==> src/shared/sad_pkg.sv <==
package sad_pkg;

  // ==========================================================
  // Widths
  localparam int SYL_W        = 12;
  localparam int WORD_W       = 48;
  localparam int ADDR_W       = 16;
  localparam int SYL_PER_WORD = 4;
  localparam int NUM_IDX      = 15;
  localparam int IDX_SEL_W    = 4;
  localparam int NUM_SLOTS    = 3;
  localparam int CHAR_W       = 6;
  localparam int RINC_W       = 4;
  localparam int REG_A_W      = 6;

  // ==========================================================
  // Operator syllable fields
  localparam int OP_CODE_W   = 6;
  localparam int OP_CODE_LSB = 6;
  localparam int AC_W        = 2;

  // Address codes
  localparam logic [1:0] AC_STACK   = 2'h0;
  localparam logic [1:0] AC_HOLD    = 2'h1;
  localparam logic [1:0] AC_PLAIN   = 2'h2;
  localparam logic [1:0] AC_INDEXED = 2'h3;

  // ==========================================================
  // Memory syllable and indirect word fields
  localparam int MEM_IND_BIT  = 11;
  localparam int MEM_REL_W    = 11;
  localparam int IND_FLAG_BIT = 16;

  // ==========================================================
  // Operation codes that change syllable meaning
  localparam logic [5:0] OPC_BRANCH = 6'h0A;
  localparam logic [5:0] OPC_SRJ    = 6'h0B;
  localparam logic [5:0] OPC_RPT    = 6'h0C;
  localparam logic [5:0] OPC_CSE    = 6'h0D;

  // ==========================================================
  // Register port offsets
  localparam logic [5:0] RA_DATA_BASE  = 6'h00;
  localparam logic [5:0] RA_PROG_BASE  = 6'h01;
  localparam logic [5:0] RA_SUB_BASE   = 6'h02;
  localparam logic [5:0] RA_PROG_COUNT = 6'h03;
  localparam logic [5:0] RA_STATUS     = 6'h04;
  localparam logic [5:0] RA_REP_LEFT   = 6'h05;
  localparam logic [5:0] RA_INDEX_LO   = 6'h10;
  localparam logic [15:0] RST_ADDR     = 16'h0000;

  // ==========================================================
  // Carriers
  typedef enum logic [2:0] {
    RK_STACK, RK_HOLD, RK_MEMORY, RK_BRANCH, RK_SUBR, RK_INCR, RK_CHAR, RK_COUNT
  } sad_kind_t;

  typedef struct packed {
    sad_kind_t         kind;
    logic [1:0]        slot;
    logic [ADDR_W-1:0] addr;
    logic [SYL_W-1:0]  syl;
  } sad_result_t;

  typedef struct packed {
    logic              rd;
    logic [ADDR_W-1:0] addr;
  } sad_mem_req_t;

endpackage

==> src/hw/sad_syllable_unpacker.sv <==
`timescale 1ns/1ps
module sad_syllable_unpacker import sad_pkg::*; #(
  parameter int SYL_N = SYL_PER_WORD
) (
  // Clock and reset
  input  wire logic              clk_i,
  input  wire logic              rst_i,
  input  wire logic              ce_i,
  // Word side
  input  wire logic              word_valid_i,
  input  wire logic [WORD_W-1:0] word_i,
  output logic                   word_ready_o,
  // Syllable side
  output logic                   syl_valid_o,
  output logic [SYL_W-1:0]       syl_o,
  input  wire logic              take_i,
  input  wire logic              flush_i
);
  localparam int PW = (SYL_N > 1) ? $clog2(SYL_N) : 1;
  localparam logic [PW-1:0] LAST = PW'(SYL_N - 1);

  if (SYL_N * SYL_W != WORD_W) begin : g_chk
    $error("syllables must fill the word exactly");
  end

  logic [WORD_W-1:0] word_reg;
  logic [PW-1:0]     pos_reg;
  logic              full_reg;

  // =====================================================
  // First syllable sits in the high end of the word
  assign syl_o        = word_reg[WORD_W - 1 - int'(pos_reg) * SYL_W -: SYL_W];
  assign syl_valid_o  = full_reg;
  // A word arriving during a flush belongs to the old stream
  assign word_ready_o = !flush_i && (!full_reg || (take_i && pos_reg == LAST));

  // Word holding and syllable position
  always_ff @(posedge clk_i or posedge rst_i) begin
    if (rst_i) begin
      word_reg <= '0;
      pos_reg  <= '0;
      full_reg <= 1'b0;
    end else if (ce_i) begin
      if (flush_i) begin
        full_reg <= 1'b0;
        pos_reg  <= '0;
      end else if (word_ready_o && word_valid_i) begin
        word_reg <= word_i;
        pos_reg  <= '0;
        full_reg <= 1'b1;
      end else if (take_i && full_reg) begin
        if (pos_reg == LAST) begin
          full_reg <= 1'b0;
        end else begin
          pos_reg <= pos_reg + PW'(1);
        end
      end
    end
  end
endmodule

==> src/hw/sad_index_file.sv <==
`timescale 1ns/1ps
module sad_index_file import sad_pkg::*; #(
  parameter int N = NUM_IDX
) (
  // Clock and reset
  input  wire logic                          clk_i,
  input  wire logic                          rst_i,
  input  wire logic                          ce_i,
  // Write port
  input  wire logic                          we_i,
  input  wire logic [IDX_SEL_W-1:0]          wsel_i,
  input  wire logic [ADDR_W-1:0]             wdata_i,
  // Read ports
  input  wire logic [NUM_SLOTS-1:0][IDX_SEL_W-1:0] sel_i,
  output logic [NUM_SLOTS-1:0][ADDR_W-1:0]   val_o,
  input  wire logic [IDX_SEL_W-1:0]          bus_sel_i,
  output logic [ADDR_W-1:0]                  bus_val_o
);
  if (N < 1 || N >= (1 << IDX_SEL_W)) begin : g_chk
    $error("index count does not fit the selector field");
  end

  logic [ADDR_W-1:0] idx_reg [1:N];

  // Selector zero names no register and adds nothing
  function automatic logic [ADDR_W-1:0] pick(input logic [IDX_SEL_W-1:0] s);
    logic [ADDR_W-1:0] v;
    v = '0;
    if (s != '0 && int'(s) <= N) begin
      v = idx_reg[int'(s)];
    end
    return v;
  endfunction

  // =====================================================
  // Read ports
  for (genvar k = 0; k < NUM_SLOTS; k++) begin : g_rd
    assign val_o[k] = pick(sel_i[k]);
  end
  assign bus_val_o = pick(bus_sel_i);

  // Register storage
  always_ff @(posedge clk_i or posedge rst_i) begin
    if (rst_i) begin
      for (int i = 1; i <= N; i++) begin
        idx_reg[i] <= RST_ADDR;
      end
    end else if (ce_i && we_i && wsel_i != '0 && int'(wsel_i) <= N) begin
      idx_reg[int'(wsel_i)] <= wdata_i;
    end
  end
endmodule

==> src/hw/sad_syllable_decoder.sv <==
// Our own choices: the plain strobed port and the register offsets.
`timescale 1ns/1ps
// Notes on behaviour
// - Address codes: stack, hold, plain, indexed.
// - Add up to three index registers.
// - Selector zero adds nothing.
// - Index syllable modifies only the next syllable.
// - Index sum added after indirect chain ends.
// - Memory address is relative plus data base.
// - Indirect word gives address and next flag.
// - Later levels are absolute, no base added.
// - Follow chain until flag reads zero.
// - Indirect address low sixteen, flag above.
// - Omitted memory syllable means the stack.
// - Branch target is relative plus program base.
// - Every branch loads the program count; here only with a plain or indexed slot 0.
// - Subroutine entry is relative plus subroutine base.
// - Subroutine jump bumps data base by increment.
// - Repeat passes, incrementing syllables two to four.
// - Character syllable gives six-bit search value.
// - Every syllable is twelve bits.
// - Eleven low bits form relative address; branch and subroutine targets here add all twelve bits of the syllable.
module sad_syllable_decoder import sad_pkg::*; #(
  parameter int N_IDX = NUM_IDX
) (
  // Clock, reset, enable
  input  wire logic              CLOCK_I,
  input  wire logic              RST_I,
  input  wire logic              CE_I,
  // Program words from the fetch sequencer
  input  wire logic              WORD_VALID_I,
  input  wire logic [WORD_W-1:0] WORD_I,
  output logic                   WORD_READY_O,
  output logic                   JUMP_O,
  output logic [ADDR_W-1:0]      PROG_COUNT_O,
  // Main memory read for indirect levels
  output sad_mem_req_t           MEM_REQ_O,
  input  wire logic              MEM_ACK_I,
  input  wire logic [WORD_W-1:0] MEM_DATA_I,
  // Decoded results
  output logic                   OP_VALID_O,
  output logic [OP_CODE_W-1:0]   OP_CODE_O,
  output logic                   RES_VALID_O,
  output sad_result_t            RES_O,
  output logic                   DONE_O,
  // Register port
  input  wire logic [REG_A_W-1:0] REG_ADDR_I,
  input  wire logic [ADDR_W-1:0] REG_WDATA_I,
  input  wire logic              REG_WR_I,
  input  wire logic              REG_RD_I,
  output logic [ADDR_W-1:0]      REG_RDATA_O
);

  // =====================================================
  // Declarations
  typedef enum logic [2:0] {
    S_OPER, S_SLOT, S_XSYL, S_FETCH, S_IND, S_DONE
  } sad_state_t;

  sad_state_t state_reg;
  logic [OP_CODE_W-1:0] op_reg;
  logic [NUM_SLOTS-1:0][AC_W-1:0] code_reg;
  logic [1:0] slot_reg;
  logic [NUM_SLOTS-1:0][IDX_SEL_W-1:0] sel_reg;
  logic [ADDR_W-1:0] chain_reg;
  logic [ADDR_W-1:0] data_base_reg, program_base_reg, subroutine_base_reg;
  logic [ADDR_W-1:0] program_count_reg, sub_target_reg;
  logic rep_armed_reg, rep_active_reg, replay_reg;
  logic [SYL_W-1:0] rep_left_reg, rep_count_reg, rep_inc_reg;
  logic [NUM_SLOTS-1:0][SYL_W-1:0] rep_syl_reg;
  logic res_valid_reg, op_valid_reg, done_reg, jump_reg;
  sad_result_t res_reg;
  logic [ADDR_W-1:0] rdata_reg;

  logic u_valid, take, flush;
  logic [SYL_W-1:0] u_syl, syl;
  logic syl_ok;
  logic [NUM_SLOTS-1:0][ADDR_W-1:0] idx_val;
  logic [ADDR_W-1:0] idx_sum, bus_idx_val, mem_ea, fin_addr;
  logic [AC_W-1:0] cur_code;
  logic is_branch, is_srj, is_rpt, is_cse;
  logic [REG_A_W-1:0] idx_off;
  logic idx_we;

  // Address code of an operator slot; slot 0 is the first address
  function automatic logic [AC_W-1:0] slot_code(input logic [SYL_W-1:0] s, input int k);
    return s[(NUM_SLOTS - 1 - k) * AC_W +: AC_W];
  endfunction

  // Repeat amount for one slot, slot 0 being the second syllable
  function automatic logic [SYL_W-1:0] rep_amt(input logic [SYL_W-1:0] s, input int k);
    return SYL_W'(s[(NUM_SLOTS - 1 - k) * RINC_W +: RINC_W]);
  endfunction

  if (NUM_SLOTS * RINC_W > SYL_W || NUM_SLOTS * AC_W + OP_CODE_W > SYL_W) begin : g_chk
    $error("syllable fields overflow the syllable width");
  end

  // =====================================================
  // Submodules
  sad_syllable_unpacker #(.SYL_N(SYL_PER_WORD)) u_unpack (
    .clk_i        (CLOCK_I),
    .rst_i        (RST_I),
    .ce_i         (CE_I),
    .word_valid_i (WORD_VALID_I),
    .word_i       (WORD_I),
    .word_ready_o (WORD_READY_O),
    .syl_valid_o  (u_valid),
    .syl_o        (u_syl),
    .take_i       (take),
    .flush_i      (flush)
  );

  assign idx_off = REG_ADDR_I - RA_INDEX_LO;
  assign idx_we  = REG_WR_I && idx_off[REG_A_W-1:IDX_SEL_W] == '0;

  sad_index_file #(.N(N_IDX)) u_index (
    .clk_i     (CLOCK_I),
    .rst_i     (RST_I),
    .ce_i      (CE_I),
    .we_i      (idx_we),
    .wsel_i    (idx_off[IDX_SEL_W-1:0]),
    .wdata_i   (REG_WDATA_I),
    .sel_i     (sel_reg),
    .val_o     (idx_val),
    .bus_sel_i (idx_off[IDX_SEL_W-1:0]),
    .bus_val_o (bus_idx_val)
  );

  // =====================================================
  // Combinational decode
  // Replayed passes read the stored, incremented syllables
  assign syl    = replay_reg ? rep_syl_reg[slot_reg] : u_syl;
  assign syl_ok = replay_reg || (u_valid && !flush); // No stale syllable on jump
  assign cur_code  = code_reg[slot_reg];
  assign is_branch = op_reg == OPC_BRANCH;
  assign is_srj    = op_reg == OPC_SRJ;
  assign is_rpt    = op_reg == OPC_RPT;
  assign is_cse    = op_reg == OPC_CSE;
  // Wraps modulo 2^16, so a stored two's complement subtracts
  assign idx_sum   = idx_val[0] + idx_val[1] + idx_val[2];
  assign mem_ea    = data_base_reg + ADDR_W'(syl[MEM_REL_W-1:0]);
  assign fin_addr  = chain_reg + idx_sum;

  // Syllable consumption from the unpacker
  always_comb begin
    take = 1'b0;
    if (!replay_reg && syl_ok) begin
      unique case (state_reg)
        S_OPER, S_XSYL, S_FETCH: take = 1'b1;
        default: take = 1'b0;
      endcase
    end
  end

  // Any jump discards the rest of the current program word
  assign flush = jump_reg;

  // =====================================================
  // Sequencing
  always_ff @(posedge CLOCK_I or posedge RST_I) begin
    if (RST_I) begin
      state_reg <= S_OPER;
      op_reg    <= '0;
      code_reg  <= '0;
      slot_reg  <= '0;
      sel_reg   <= '0;
      chain_reg <= RST_ADDR;
    end else if (CE_I) begin
      unique case (state_reg)
        S_OPER: if (syl_ok) begin
          op_reg   <= syl[OP_CODE_LSB +: OP_CODE_W];
          for (int k = 0; k < NUM_SLOTS; k++) begin
            code_reg[k] <= slot_code(syl, k);
          end
          slot_reg  <= '0;
          state_reg <= S_SLOT;
        end
        S_SLOT: begin
          sel_reg <= '0;
          if (int'(slot_reg) == NUM_SLOTS) begin
            state_reg <= S_DONE;
          end else if (cur_code == AC_STACK || cur_code == AC_HOLD) begin
            slot_reg <= slot_reg + 2'h1;
          end else if (cur_code == AC_INDEXED && !replay_reg) begin
            state_reg <= S_XSYL;
          end else begin
            state_reg <= S_FETCH;
          end
        end
        S_XSYL: if (syl_ok) begin
          // Selectors live only until the next syllable finishes
          for (int k = 0; k < NUM_SLOTS; k++) begin
            sel_reg[k] <= syl[(NUM_SLOTS - 1 - k) * IDX_SEL_W +: IDX_SEL_W];
          end
          state_reg <= S_FETCH;
        end
        S_FETCH: if (syl_ok) begin
          chain_reg <= mem_ea;
          if ((is_branch && slot_reg == 2'h0) || (is_srj && slot_reg == 2'h1)) begin
            state_reg <= S_OPER;
          end else if (!(is_branch || is_srj || is_rpt || is_cse) && syl[MEM_IND_BIT]) begin
            state_reg <= S_IND;
          end else begin
            slot_reg  <= slot_reg + 2'h1;
            state_reg <= S_SLOT;
          end
        end
        S_IND: if (MEM_ACK_I) begin
          // Later levels are absolute; no base is added
          chain_reg <= MEM_DATA_I[ADDR_W-1:0];
          if (!MEM_DATA_I[IND_FLAG_BIT]) begin
            slot_reg  <= slot_reg + 2'h1;
            state_reg <= S_SLOT;
          end
        end
        S_DONE: begin
          slot_reg  <= '0;
          state_reg <= (rep_active_reg && rep_left_reg > SYL_W'(1)) ? S_SLOT : S_OPER;
        end
      endcase
    end
  end

  // =====================================================
  // Result emission
  always_ff @(posedge CLOCK_I or posedge RST_I) begin
    if (RST_I) begin
      res_valid_reg <= 1'b0;
      res_reg       <= '0;
      op_valid_reg  <= 1'b0;
      done_reg      <= 1'b0;
    end else if (CE_I) begin
      res_valid_reg  <= 1'b0;
      op_valid_reg   <= 1'b0;
      done_reg       <= 1'b0;
      res_reg.slot   <= slot_reg;
      res_reg.syl    <= syl;
      if (state_reg == S_OPER && syl_ok) begin
        op_valid_reg <= 1'b1;
      end
      if (state_reg == S_DONE) begin
        done_reg <= 1'b1;
      end
      if (state_reg == S_SLOT && int'(slot_reg) < NUM_SLOTS
          && (cur_code == AC_STACK || cur_code == AC_HOLD)) begin
        res_valid_reg <= 1'b1;
        res_reg.kind  <= (cur_code == AC_STACK) ? RK_STACK : RK_HOLD;
        res_reg.addr  <= RST_ADDR;
      end
      if (state_reg == S_FETCH && syl_ok) begin
        res_valid_reg <= !(syl[MEM_IND_BIT] && !(is_branch || is_srj || is_rpt || is_cse));
        if (is_branch && slot_reg == 2'h0) begin
          res_reg.kind <= RK_BRANCH;
          res_reg.addr <= program_base_reg + ADDR_W'(syl) + idx_sum;
        end else if (is_srj && slot_reg == 2'h0) begin
          res_reg.kind <= RK_SUBR;
          res_reg.addr <= subroutine_base_reg + ADDR_W'(syl) + idx_sum;
        end else if (is_srj) begin
          res_reg.kind <= RK_INCR;
          res_reg.addr <= ADDR_W'(syl) + idx_sum;
        end else if (is_rpt) begin
          res_reg.kind <= RK_COUNT;
          res_reg.addr <= ADDR_W'(syl);
        end else if (is_cse && slot_reg == 2'h0) begin
          res_reg.kind <= RK_CHAR;
          res_reg.addr <= ADDR_W'(syl[CHAR_W-1:0]);
        end else begin
          res_reg.kind <= RK_MEMORY;
          res_reg.addr <= mem_ea + idx_sum;
        end
      end
      if (state_reg == S_IND && MEM_ACK_I && !MEM_DATA_I[IND_FLAG_BIT]) begin
        res_valid_reg <= 1'b1;
        res_reg.kind  <= RK_MEMORY;
        res_reg.addr  <= MEM_DATA_I[ADDR_W-1:0] + idx_sum;
      end
    end
  end

  // =====================================================
  // Base registers, program count and jumps
  always_ff @(posedge CLOCK_I or posedge RST_I) begin
    if (RST_I) begin
      data_base_reg       <= RST_ADDR;
      program_base_reg    <= RST_ADDR;
      subroutine_base_reg <= RST_ADDR;
      program_count_reg   <= RST_ADDR;
      sub_target_reg      <= RST_ADDR;
      jump_reg            <= 1'b0;
    end else if (CE_I) begin
      jump_reg <= 1'b0;
      if (REG_WR_I) begin
        unique case (REG_ADDR_I)
          RA_DATA_BASE:  data_base_reg       <= REG_WDATA_I;
          RA_PROG_BASE:  program_base_reg    <= REG_WDATA_I;
          RA_SUB_BASE:   subroutine_base_reg <= REG_WDATA_I;
          RA_PROG_COUNT: program_count_reg   <= REG_WDATA_I;
          default: ;
        endcase
      end
      // Decoder updates win over a same-cycle software write
      if (state_reg == S_FETCH && syl_ok) begin
        if (is_branch && slot_reg == 2'h0) begin
          program_count_reg <= program_base_reg + ADDR_W'(syl) + idx_sum;
          jump_reg          <= 1'b1;
        end else if (is_srj && slot_reg == 2'h0) begin
          sub_target_reg <= subroutine_base_reg + ADDR_W'(syl) + idx_sum;
        end else if (is_srj) begin
          data_base_reg     <= data_base_reg + ADDR_W'(syl) + idx_sum;
          program_count_reg <= sub_target_reg;
          jump_reg          <= 1'b1;
        end
      end
    end
  end

  // =====================================================
  // Repeat control
  always_ff @(posedge CLOCK_I or posedge RST_I) begin
    if (RST_I) begin
      rep_armed_reg  <= 1'b0;
      rep_active_reg <= 1'b0;
      replay_reg     <= 1'b0;
      rep_left_reg   <= '0;
      rep_count_reg  <= '0;
      rep_inc_reg    <= '0;
      rep_syl_reg    <= '0;
    end else if (CE_I) begin
      if (state_reg == S_FETCH && syl_ok && is_rpt) begin
        if (slot_reg == 2'h0) begin
          rep_count_reg <= syl;
        end else begin
          rep_inc_reg <= syl;
        end
      end
      if (state_reg == S_OPER && syl_ok) begin
        rep_active_reg <= rep_armed_reg;
        rep_armed_reg  <= 1'b0;
        rep_left_reg   <= rep_count_reg;
      end
      // Keep the repeated instruction's syllables for later passes
      if (rep_active_reg && !replay_reg && state_reg == S_FETCH && syl_ok) begin
        rep_syl_reg[slot_reg] <= syl;
      end
      if (state_reg == S_DONE) begin
        if (rep_active_reg && rep_left_reg > SYL_W'(1)) begin
          rep_left_reg <= rep_left_reg - SYL_W'(1);
          replay_reg   <= 1'b1;
          for (int k = 0; k < NUM_SLOTS; k++) begin
            rep_syl_reg[k] <= rep_syl_reg[k] + rep_amt(rep_inc_reg, k);
          end
        end else begin
          rep_active_reg <= 1'b0;
          replay_reg     <= 1'b0;
          rep_armed_reg  <= is_rpt;
        end
      end
    end
  end

  // =====================================================
  // Register read port, data one cycle after the strobe
  always_ff @(posedge CLOCK_I or posedge RST_I) begin
    if (RST_I) begin
      rdata_reg <= '0;
    end else if (CE_I) begin
      rdata_reg <= '0;
      if (REG_RD_I) begin
        unique case (REG_ADDR_I)
          RA_DATA_BASE:  rdata_reg <= data_base_reg;
          RA_PROG_BASE:  rdata_reg <= program_base_reg;
          RA_SUB_BASE:   rdata_reg <= subroutine_base_reg;
          RA_PROG_COUNT: rdata_reg <= program_count_reg;
          RA_STATUS:     rdata_reg <= {ADDR_W'(state_reg)} | {rep_active_reg, 15'h0000};
          RA_REP_LEFT:   rdata_reg <= ADDR_W'(rep_left_reg);
          default:       rdata_reg <= (idx_off[REG_A_W-1:IDX_SEL_W] == '0) ? bus_idx_val : '0;
        endcase
      end
    end
  end

  // =====================================================
  // Outputs
  assign MEM_REQ_O.rd   = state_reg == S_IND;
  assign MEM_REQ_O.addr = chain_reg;
  assign JUMP_O         = jump_reg;
  assign PROG_COUNT_O   = program_count_reg;
  assign OP_VALID_O     = op_valid_reg;
  assign OP_CODE_O      = op_reg;
  assign RES_VALID_O    = res_valid_reg;
  assign RES_O          = res_reg;
  assign DONE_O         = done_reg;
  assign REG_RDATA_O    = rdata_reg;

endmodule

==> config.mk <==
export PLATFORM = sky130hd
export DESIGN_NAME = sad_syllable_decoder
export DESIGN_NICKNAME = d
export VERILOG_FILES = /design/src/shared/sad_pkg.sv /design/src/hw/sad_syllable_unpacker.sv /design/src/hw/sad_index_file.sv /design/src/hw/sad_syllable_decoder.sv
export SDC_FILE = /design/constraint.sdc
export NUM_CORES = 2
export LEC_CHECK = 0
export BUFFER_PORTS_ARGS = -buffer_cell sky130_fd_sc_hd__buf_2
export CAP_MARGIN = 20
export CORE_MARGIN = 4
export CORE_UTILIZATION = 55
export DETAILED_ROUTE_END_ITERATION = 10
export PLACE_DENSITY = 0.73
export SETUP_SLACK_MARGIN = 0.4
export SYNTH_ARGS = -nofsm -noshare
export SYNTH_HDL_FRONTEND = slang
export SYNTH_SLANG_ARGS = --single-unit
export TNS_END_PERCENT = 10
==> constraint.sdc <==
create_clock -name CLOCK_I -period 35.3 [get_ports CLOCK_I]
set_input_delay 7.06 -clock CLOCK_I [delete_from_list [all_inputs] [get_ports CLOCK_I]]
set_output_delay 7.06 -clock CLOCK_I [all_outputs]
set_load 0.05 [all_outputs]
# [After elaboration in Yosys (flattened, before gate mapping)]
# Cells that the tools add are included.
[word_totals] wordCells=309 output_inout_bits=93 register_bits=544
[op_classes] n_eq_ne=30 addsub=20 n_shift=1 magnitude_cmp=9 n_mul=1 muxes=117 n_reduce_logical=72 n_bitwise=8
[op_table] cell="16-bit 2-to-1 mux" n=37
[op_table] cell="16-bit binary-select mux with 4-bit select" n=4
[op_table] cell="240-bit bitwise mux" n=1
[op_table] cell="32-bit by 5-bit greater-or-equal comparator with 1-bit output (second input constant)" n=4
[op_table] cell="4-bit NOT with 32-bit output" n=4
[op_table] cell="16-bit adder" n=7
[op_table] cell="36-bit 2-to-1 mux" n=3
[op_table] cell="16-bit one-hot mux with 6 select lines" n=1
[op_table] cell="12-bit 2-to-1 mux" n=7
[op_table] cell="16-bit demux with 4-bit select" n=1
[op_table] cell="59-bit by 32-bit variable part select with 12-bit output" n=1
[op_table] cell="3-bit 2-to-1 mux" n=17
[op_table] cell="16-bit by 12-bit adder with 16-bit output" n=3
[op_table] cell="12-bit by 4-bit adder with 12-bit output" n=3
[op_table] cell="36-bit bitwise mux" n=1
[op_table] cell="32-bit by 1-bit < comparator with 1-bit output (second input constant)" n=1
[op_table] cell="16-bit one-hot mux with 2 select lines" n=1
[op_table] cell="7-bit by 32-bit subtractor with 32-bit output (first input constant)" n=1
[op_table] cell="1-bit logical AND" n=28
[op_table] cell="3-bit AND reduction" n=9
[op_table] cell="2-bit 2-to-1 mux" n=13
[op_table] cell="1-bit 2-to-1 mux" n=25
[op_table] cell="12-bit binary-select mux with 2-bit select" n=1
[op_table] cell="12-bit demux with 2-bit select" n=1
[op_table] cell="43 further kinds" n=84

# [Depth between registers and ports, before layout]
[logic_depth] ltp_word=15 depth_mapped=33 mapped_depth_nobuf=28

# [Cells and area by module]
# Synthesis repeated with hierarchy kept, for this count alone.
[hier_totals] cells_unflattened=3940 area_unflattened_um2=39878.2
[modules_own_cells] module="sad_syllable_decoder" cells_per_inst=2349 area_per_inst_um2=19826.5 n_inst=1 seq_area_each_um2=6331.1
[modules_own_cells] module="sad_index_file" cells_per_inst=1315 area_per_inst_um2=16749.8 n_inst=1 seq_area_each_um2=6005.8
[modules_own_cells] module="sad_syllable_unpacker" cells_per_inst=276 area_per_inst_um2=3301.9 n_inst=1 seq_area_each_um2=1276.2

# [Worst setup path after synthesis]
# OpenSTA, ideal clock, no wires.
[synth_path] path_kind="input-to-reg" startpoint="input port REG_ADDR_I[1]" endpoint="register u_index.idx_reg[192] (netlist bit)" stages=9 required_time_ns=35.175 setup_slack_ns=25.748 arrival_ns=9.427 path_cell_list="clkbuf_1 -> nor4_1 -> nor3b_2 -> nand3_1 -> inv_1 -> nand3_1 -> nor3_1 -> clkbuf_1 -> mux2_2"
[synth_between] elab_chain_cells=7 elab_cells_between_ends=13 cone_classes="1 x add/sub; 2 x order compare; 3 x mux; 1 x bitwise; 6 x reduce/logical"
[synth_lines] item="start: declaration" line_no="sad_syllable_decoder.sv:47" text="input wire logic [REG_A_W-1:0] REG_ADDR_I,"
[synth_lines] item="6-bit by 5-bit subtractor with 6-bit output *" line_no="sad_syllable_decoder.sv:114" text="assign idx_off = REG_ADDR_I - RA_INDEX_LO;"
[synth_lines] item="4-bit NOT with 32-bit output (implied by the code)" line_no="sad_index_file.sv:49" text="idx_reg[int'(wsel_i)] <= wdata_i;"
[synth_lines] item="32-bit by 5-bit greater-or-equal comparator with 1-bit output (implied by the code) / 32-bit by 1-bit < comparator with 1-bit output (equally long branches)" line_no="sad_index_file.sv:49"
[synth_lines] item="1-bit logical AND (implied by the code)" line_no="sad_index_file.sv:49"
[synth_lines] item="16-bit 2-to-1 mux (implied by the code)" line_no="sad_index_file.sv:49"
[synth_lines] item="16-bit demux with 4-bit select" line_no="sad_index_file.sv:49"
[synth_lines] item="240-bit bitwise mux" line_no="sad_index_file.sv:49"
[synth_lines] item="end signal: indexed assignment" line_no="sad_index_file.sv:49"
[synth_lines] item="end: declaration" line_no="sad_index_file.sv:23" text="logic [ADDR_W-1:0] idx_reg [1:N];"
# Every way passes the cells marked *; elsewhere a longest branch is shown, timed or not.
# A chain may end at the register's enable or synchronous reset.

==> impl_metrics.env <==
export IMPL_status="finished, final reports clean"
export IMPL_post_drt_via_cell_ratio=6.90
export IMPL_post_cts_setup_buffers=0
export IMPL_fin_crit_sh_pct=28.0
export IMPL_arrival_ns=2.82
export IMPL_yosys_warnings=0
export IMPL_synth_simple_area_share_pct=7.82
export IMPL_grt_pass1_vias=30915
export IMPL_cp_slowest_stage_delay_ns=0.65
export IMPL_synth_mux_area_share_pct=28.6
export IMPL_netlist_area_um2=39200
export IMPL_critPathKind="reg2out"
export IMPL_fill_cells=5572
export IMPL_worstMarginPinSlew_ns=1.17
export IMPL_synth_top_family_by_area="multiplexers"
export IMPL_crit_family="buffers and inverters"
export IMPL_fin_crit_ns=9.88
export IMPL_post_drt_wl_per_cell_um=27.2
export IMPL_antenna_found_initial=6
export IMPL_fmax_ghz=0.101
export IMPL_area_delta_synth_final_pct=10.7
export IMPL_critPathMaxFanout=16
export IMPL_synth_area_leaders="dfrtp_1 (35%), mux4_2 (14%), mux2_2 (13%)"
export IMPL_end_kind="primary output"
export IMPL_grt_pass1_wl_mm=191
export IMPL_cts_resized=0
export IMPL_cts_made_buffers=66
export IMPL_final_cell_mix="dfrtp_1 (535), mux2_2 (458), nand2_1 (254)"
export IMPL_synth_net_count=3908
export IMPL_die_area_um2=75500
export IMPL_cp_slowest_cell="dfrtp_1"
export IMPL_synth_seq_area_share_pct=34.8
export IMPL_synth_edf_count=0
export IMPL_clkLatencyLatePin_ns=0.62
export IMPL_synthCells=3583
export IMPL_multi_input_area_um2=24100
export IMPL_finalWeightedCongestion=0.938
export IMPL_power_leakage_uw=0.0193
export IMPL_crit_path_cell_trace="nor2_1 > nand2_1 > clkinv_1 > buf_4 > buf_2"
export IMPL_clock_sinks=544
export IMPL_final_nets=3976
export IMPL_yosys_area_top_type="dfrtp_1"
export IMPL_yosys_area_top_type_share_pct=34.8
export IMPL_grt_max_degree=178
export IMPL_clk_pin_slew_ns=0.06
export IMPL_synth_xor_area_share_pct=2.63
export IMPL_cts_tree="built"
export IMPL_crit_required_ns=28.24
export IMPL_finalHoldViolCount=0
export IMPL_htreeDepth=3
export IMPL_dr_pass1_iters=9
export IMPL_ys_ff_latch=544
export IMPL_final_core_util_pct=61.7
export IMPL_gr_total_overflow=0
export IMPL_ys_types=76
export IMPL_vias=32046
export IMPL_layout_commonest_cell="dfrtp_1"
export IMPL_die_w_um=275
export IMPL_relSlewSlack_pct=21.6
export IMPL_setup_violations_final=0
export IMPL_finalSetupTns_ns=0
export IMPL_vdd_drop_max_mv=0.0758
export IMPL_max_cap_viol_count=0
export IMPL_drc_errors=0
export IMPL_pwr_density_cell_nw_per_um2=91.3
export IMPL_async_flop_share_pct=100
export IMPL_clock_path_buffers=3
export IMPL_start_util_pct=55.7
export IMPL_grtUsageTotal_pct=33.2
export IMPL_port_buffer_count=186
export IMPL_rsz0062_at_grt="no"
export IMPL_cts_hold_buf=0
export IMPL_drt_iter0_drc=3887
export IMPL_core_area_um2=70300
export IMPL_finalWirelength_mm=126
export IMPL_start_kind="flop"
export IMPL_ant_nets=0
export IMPL_hpwlAfterDp_mm=84.6
export IMPL_register_area_um2=13600
export IMPL_largest_reg_flops=240
export IMPL_synth_compound_area_share_pct=14.7
export IMPL_synth_ff_type="dfrtp_1"
export IMPL_path_buf_inv=3
export IMPL_cts_root_buf="clkbuf_16"
export IMPL_rows=97
export IMPL_slew_viol_final=0
export IMPL_hold_path_class="reg2reg"
export IMPL_die_h_um=275
export IMPL_synthAdderAreaFrac_pct=7.58
export IMPL_drive_gt1_share_pct=30.3
export IMPL_avgSynthCellArea_um2=10.9
export IMPL_finalClockSkew_ns=0.0280
export IMPL_ios=218
-- metrics by stage --
step                      setup slack [ns]  std cells  hold slack [ns]  instance area [µm²]  total power (µW)
final                                25.42       4647            0.473                43300              3960
after global routing                 25.25       4643            0.495                43300              4170
after CTS                            25.46       4642            0.478                43300              3910
after detailed placement             25.11       4523            0.463                41000              3170
after global placement               25.20       4523            0.455                41000              3120
after floorplan                      13.03       3583            0.445                39200              2520
-- worst reg2reg max path: stages, from the launching register on --
cell	delay, ns
dfrtp_2	0.77
buf_4	0.73
nor2b_1	0.88
a22oi_1	0.21
o21ai_0	0.24
a22oi_1	0.15
fa_1	0.53
inv_1	0.11
ha_1	0.32
a211oi_1	0.08
o21bai_1	0.32
a21oi_1	0.16
nor2b_1	0.14
nor2_1	0.05
nor2_1	0.15
nor2_1	0.08
xnor2_1	0.79
fa_1	0.57
ha_1	0.36
a31o_2	0.26
a41o_1	0.23
o41ai_1	0.67
o21ai_0	0.23
xor2_1	0.26
o221ai_1	0.15
a21oi_1	0.16
-- report_power, final --
group / internal, µW / total (µW) / leakage [µW] / switching, µW
sequential: 753 / 928 / 0.00719 / 175
combinational: 892 / 2300 / 0.0109 / 1410
clock: 434 / 729 / 0.00113 / 295
-- layer usage --
metal	vias up	routed length (µm)	global-route usage, %
met2	1858	56500	50.2
met5	-	22	0.0642
met4	4	6930	15.8
li1	13672	-	-
met1	16106	49600	45.6
met3	406	13100	7.61
-- synthesized netlist by cell type, drive strengths merged, types with 61 or more instances --
master / count
fa: 62
a21oi: 249
nand2: 254
inv: 125
o22ai: 61
a22oi: 61
dfrtp: 544
buf: 66
clkbuf: 207
o21ai: 206
mux4: 242
xnor2: 82
nor2: 176
mux2: 459
ha: 138
-- kinds of logic (layout without fill, tap and decap cells) --
family / count (synthesis) / count (layout)
multiplexers: 759 / 759
adder cells (fa/ha/maj): 200 / 200
buffers and inverters: 400 / 519
AND/OR/NAND/NOR: 674 / 674
XOR/XNOR: 114 / 114
other: 0 / 5
flip-flops: 544 / 544
AO/OA/AOI/OAI: 892 / 892
-- layout make-up --
class                           instances  area share (%)
Multi-Input combinational cell       2639            55.6
Clock inverter                         25           0.930
Sequential cell                       544            31.5
Inverter                              127            1.12
Tap cell                              940            2.71
Antenna cell                            5          0.0289
Timing Repair Buffer                  273            3.70
Clock buffer                           94            4.40
-- worst paths after layout --
kind                              start       endpoint  slack, ns  cells after the start
max                        state_reg[1]  MEM_REQ_O[16]      25.42                      5
min                           RES_O[18]      RES_O[18]       0.47                      2
max reg2reg                  sel_reg[1]      RES_O[26]      26.63                     25
min reg2reg                   RES_O[18]      RES_O[18]       0.47                      2
max in group asynchronous         RST_I     sel_reg[0]      26.38                      4
min in group asynchronous         RST_I  chain_reg[14]       6.51                      2
Power figures use the tool's default switching activity.
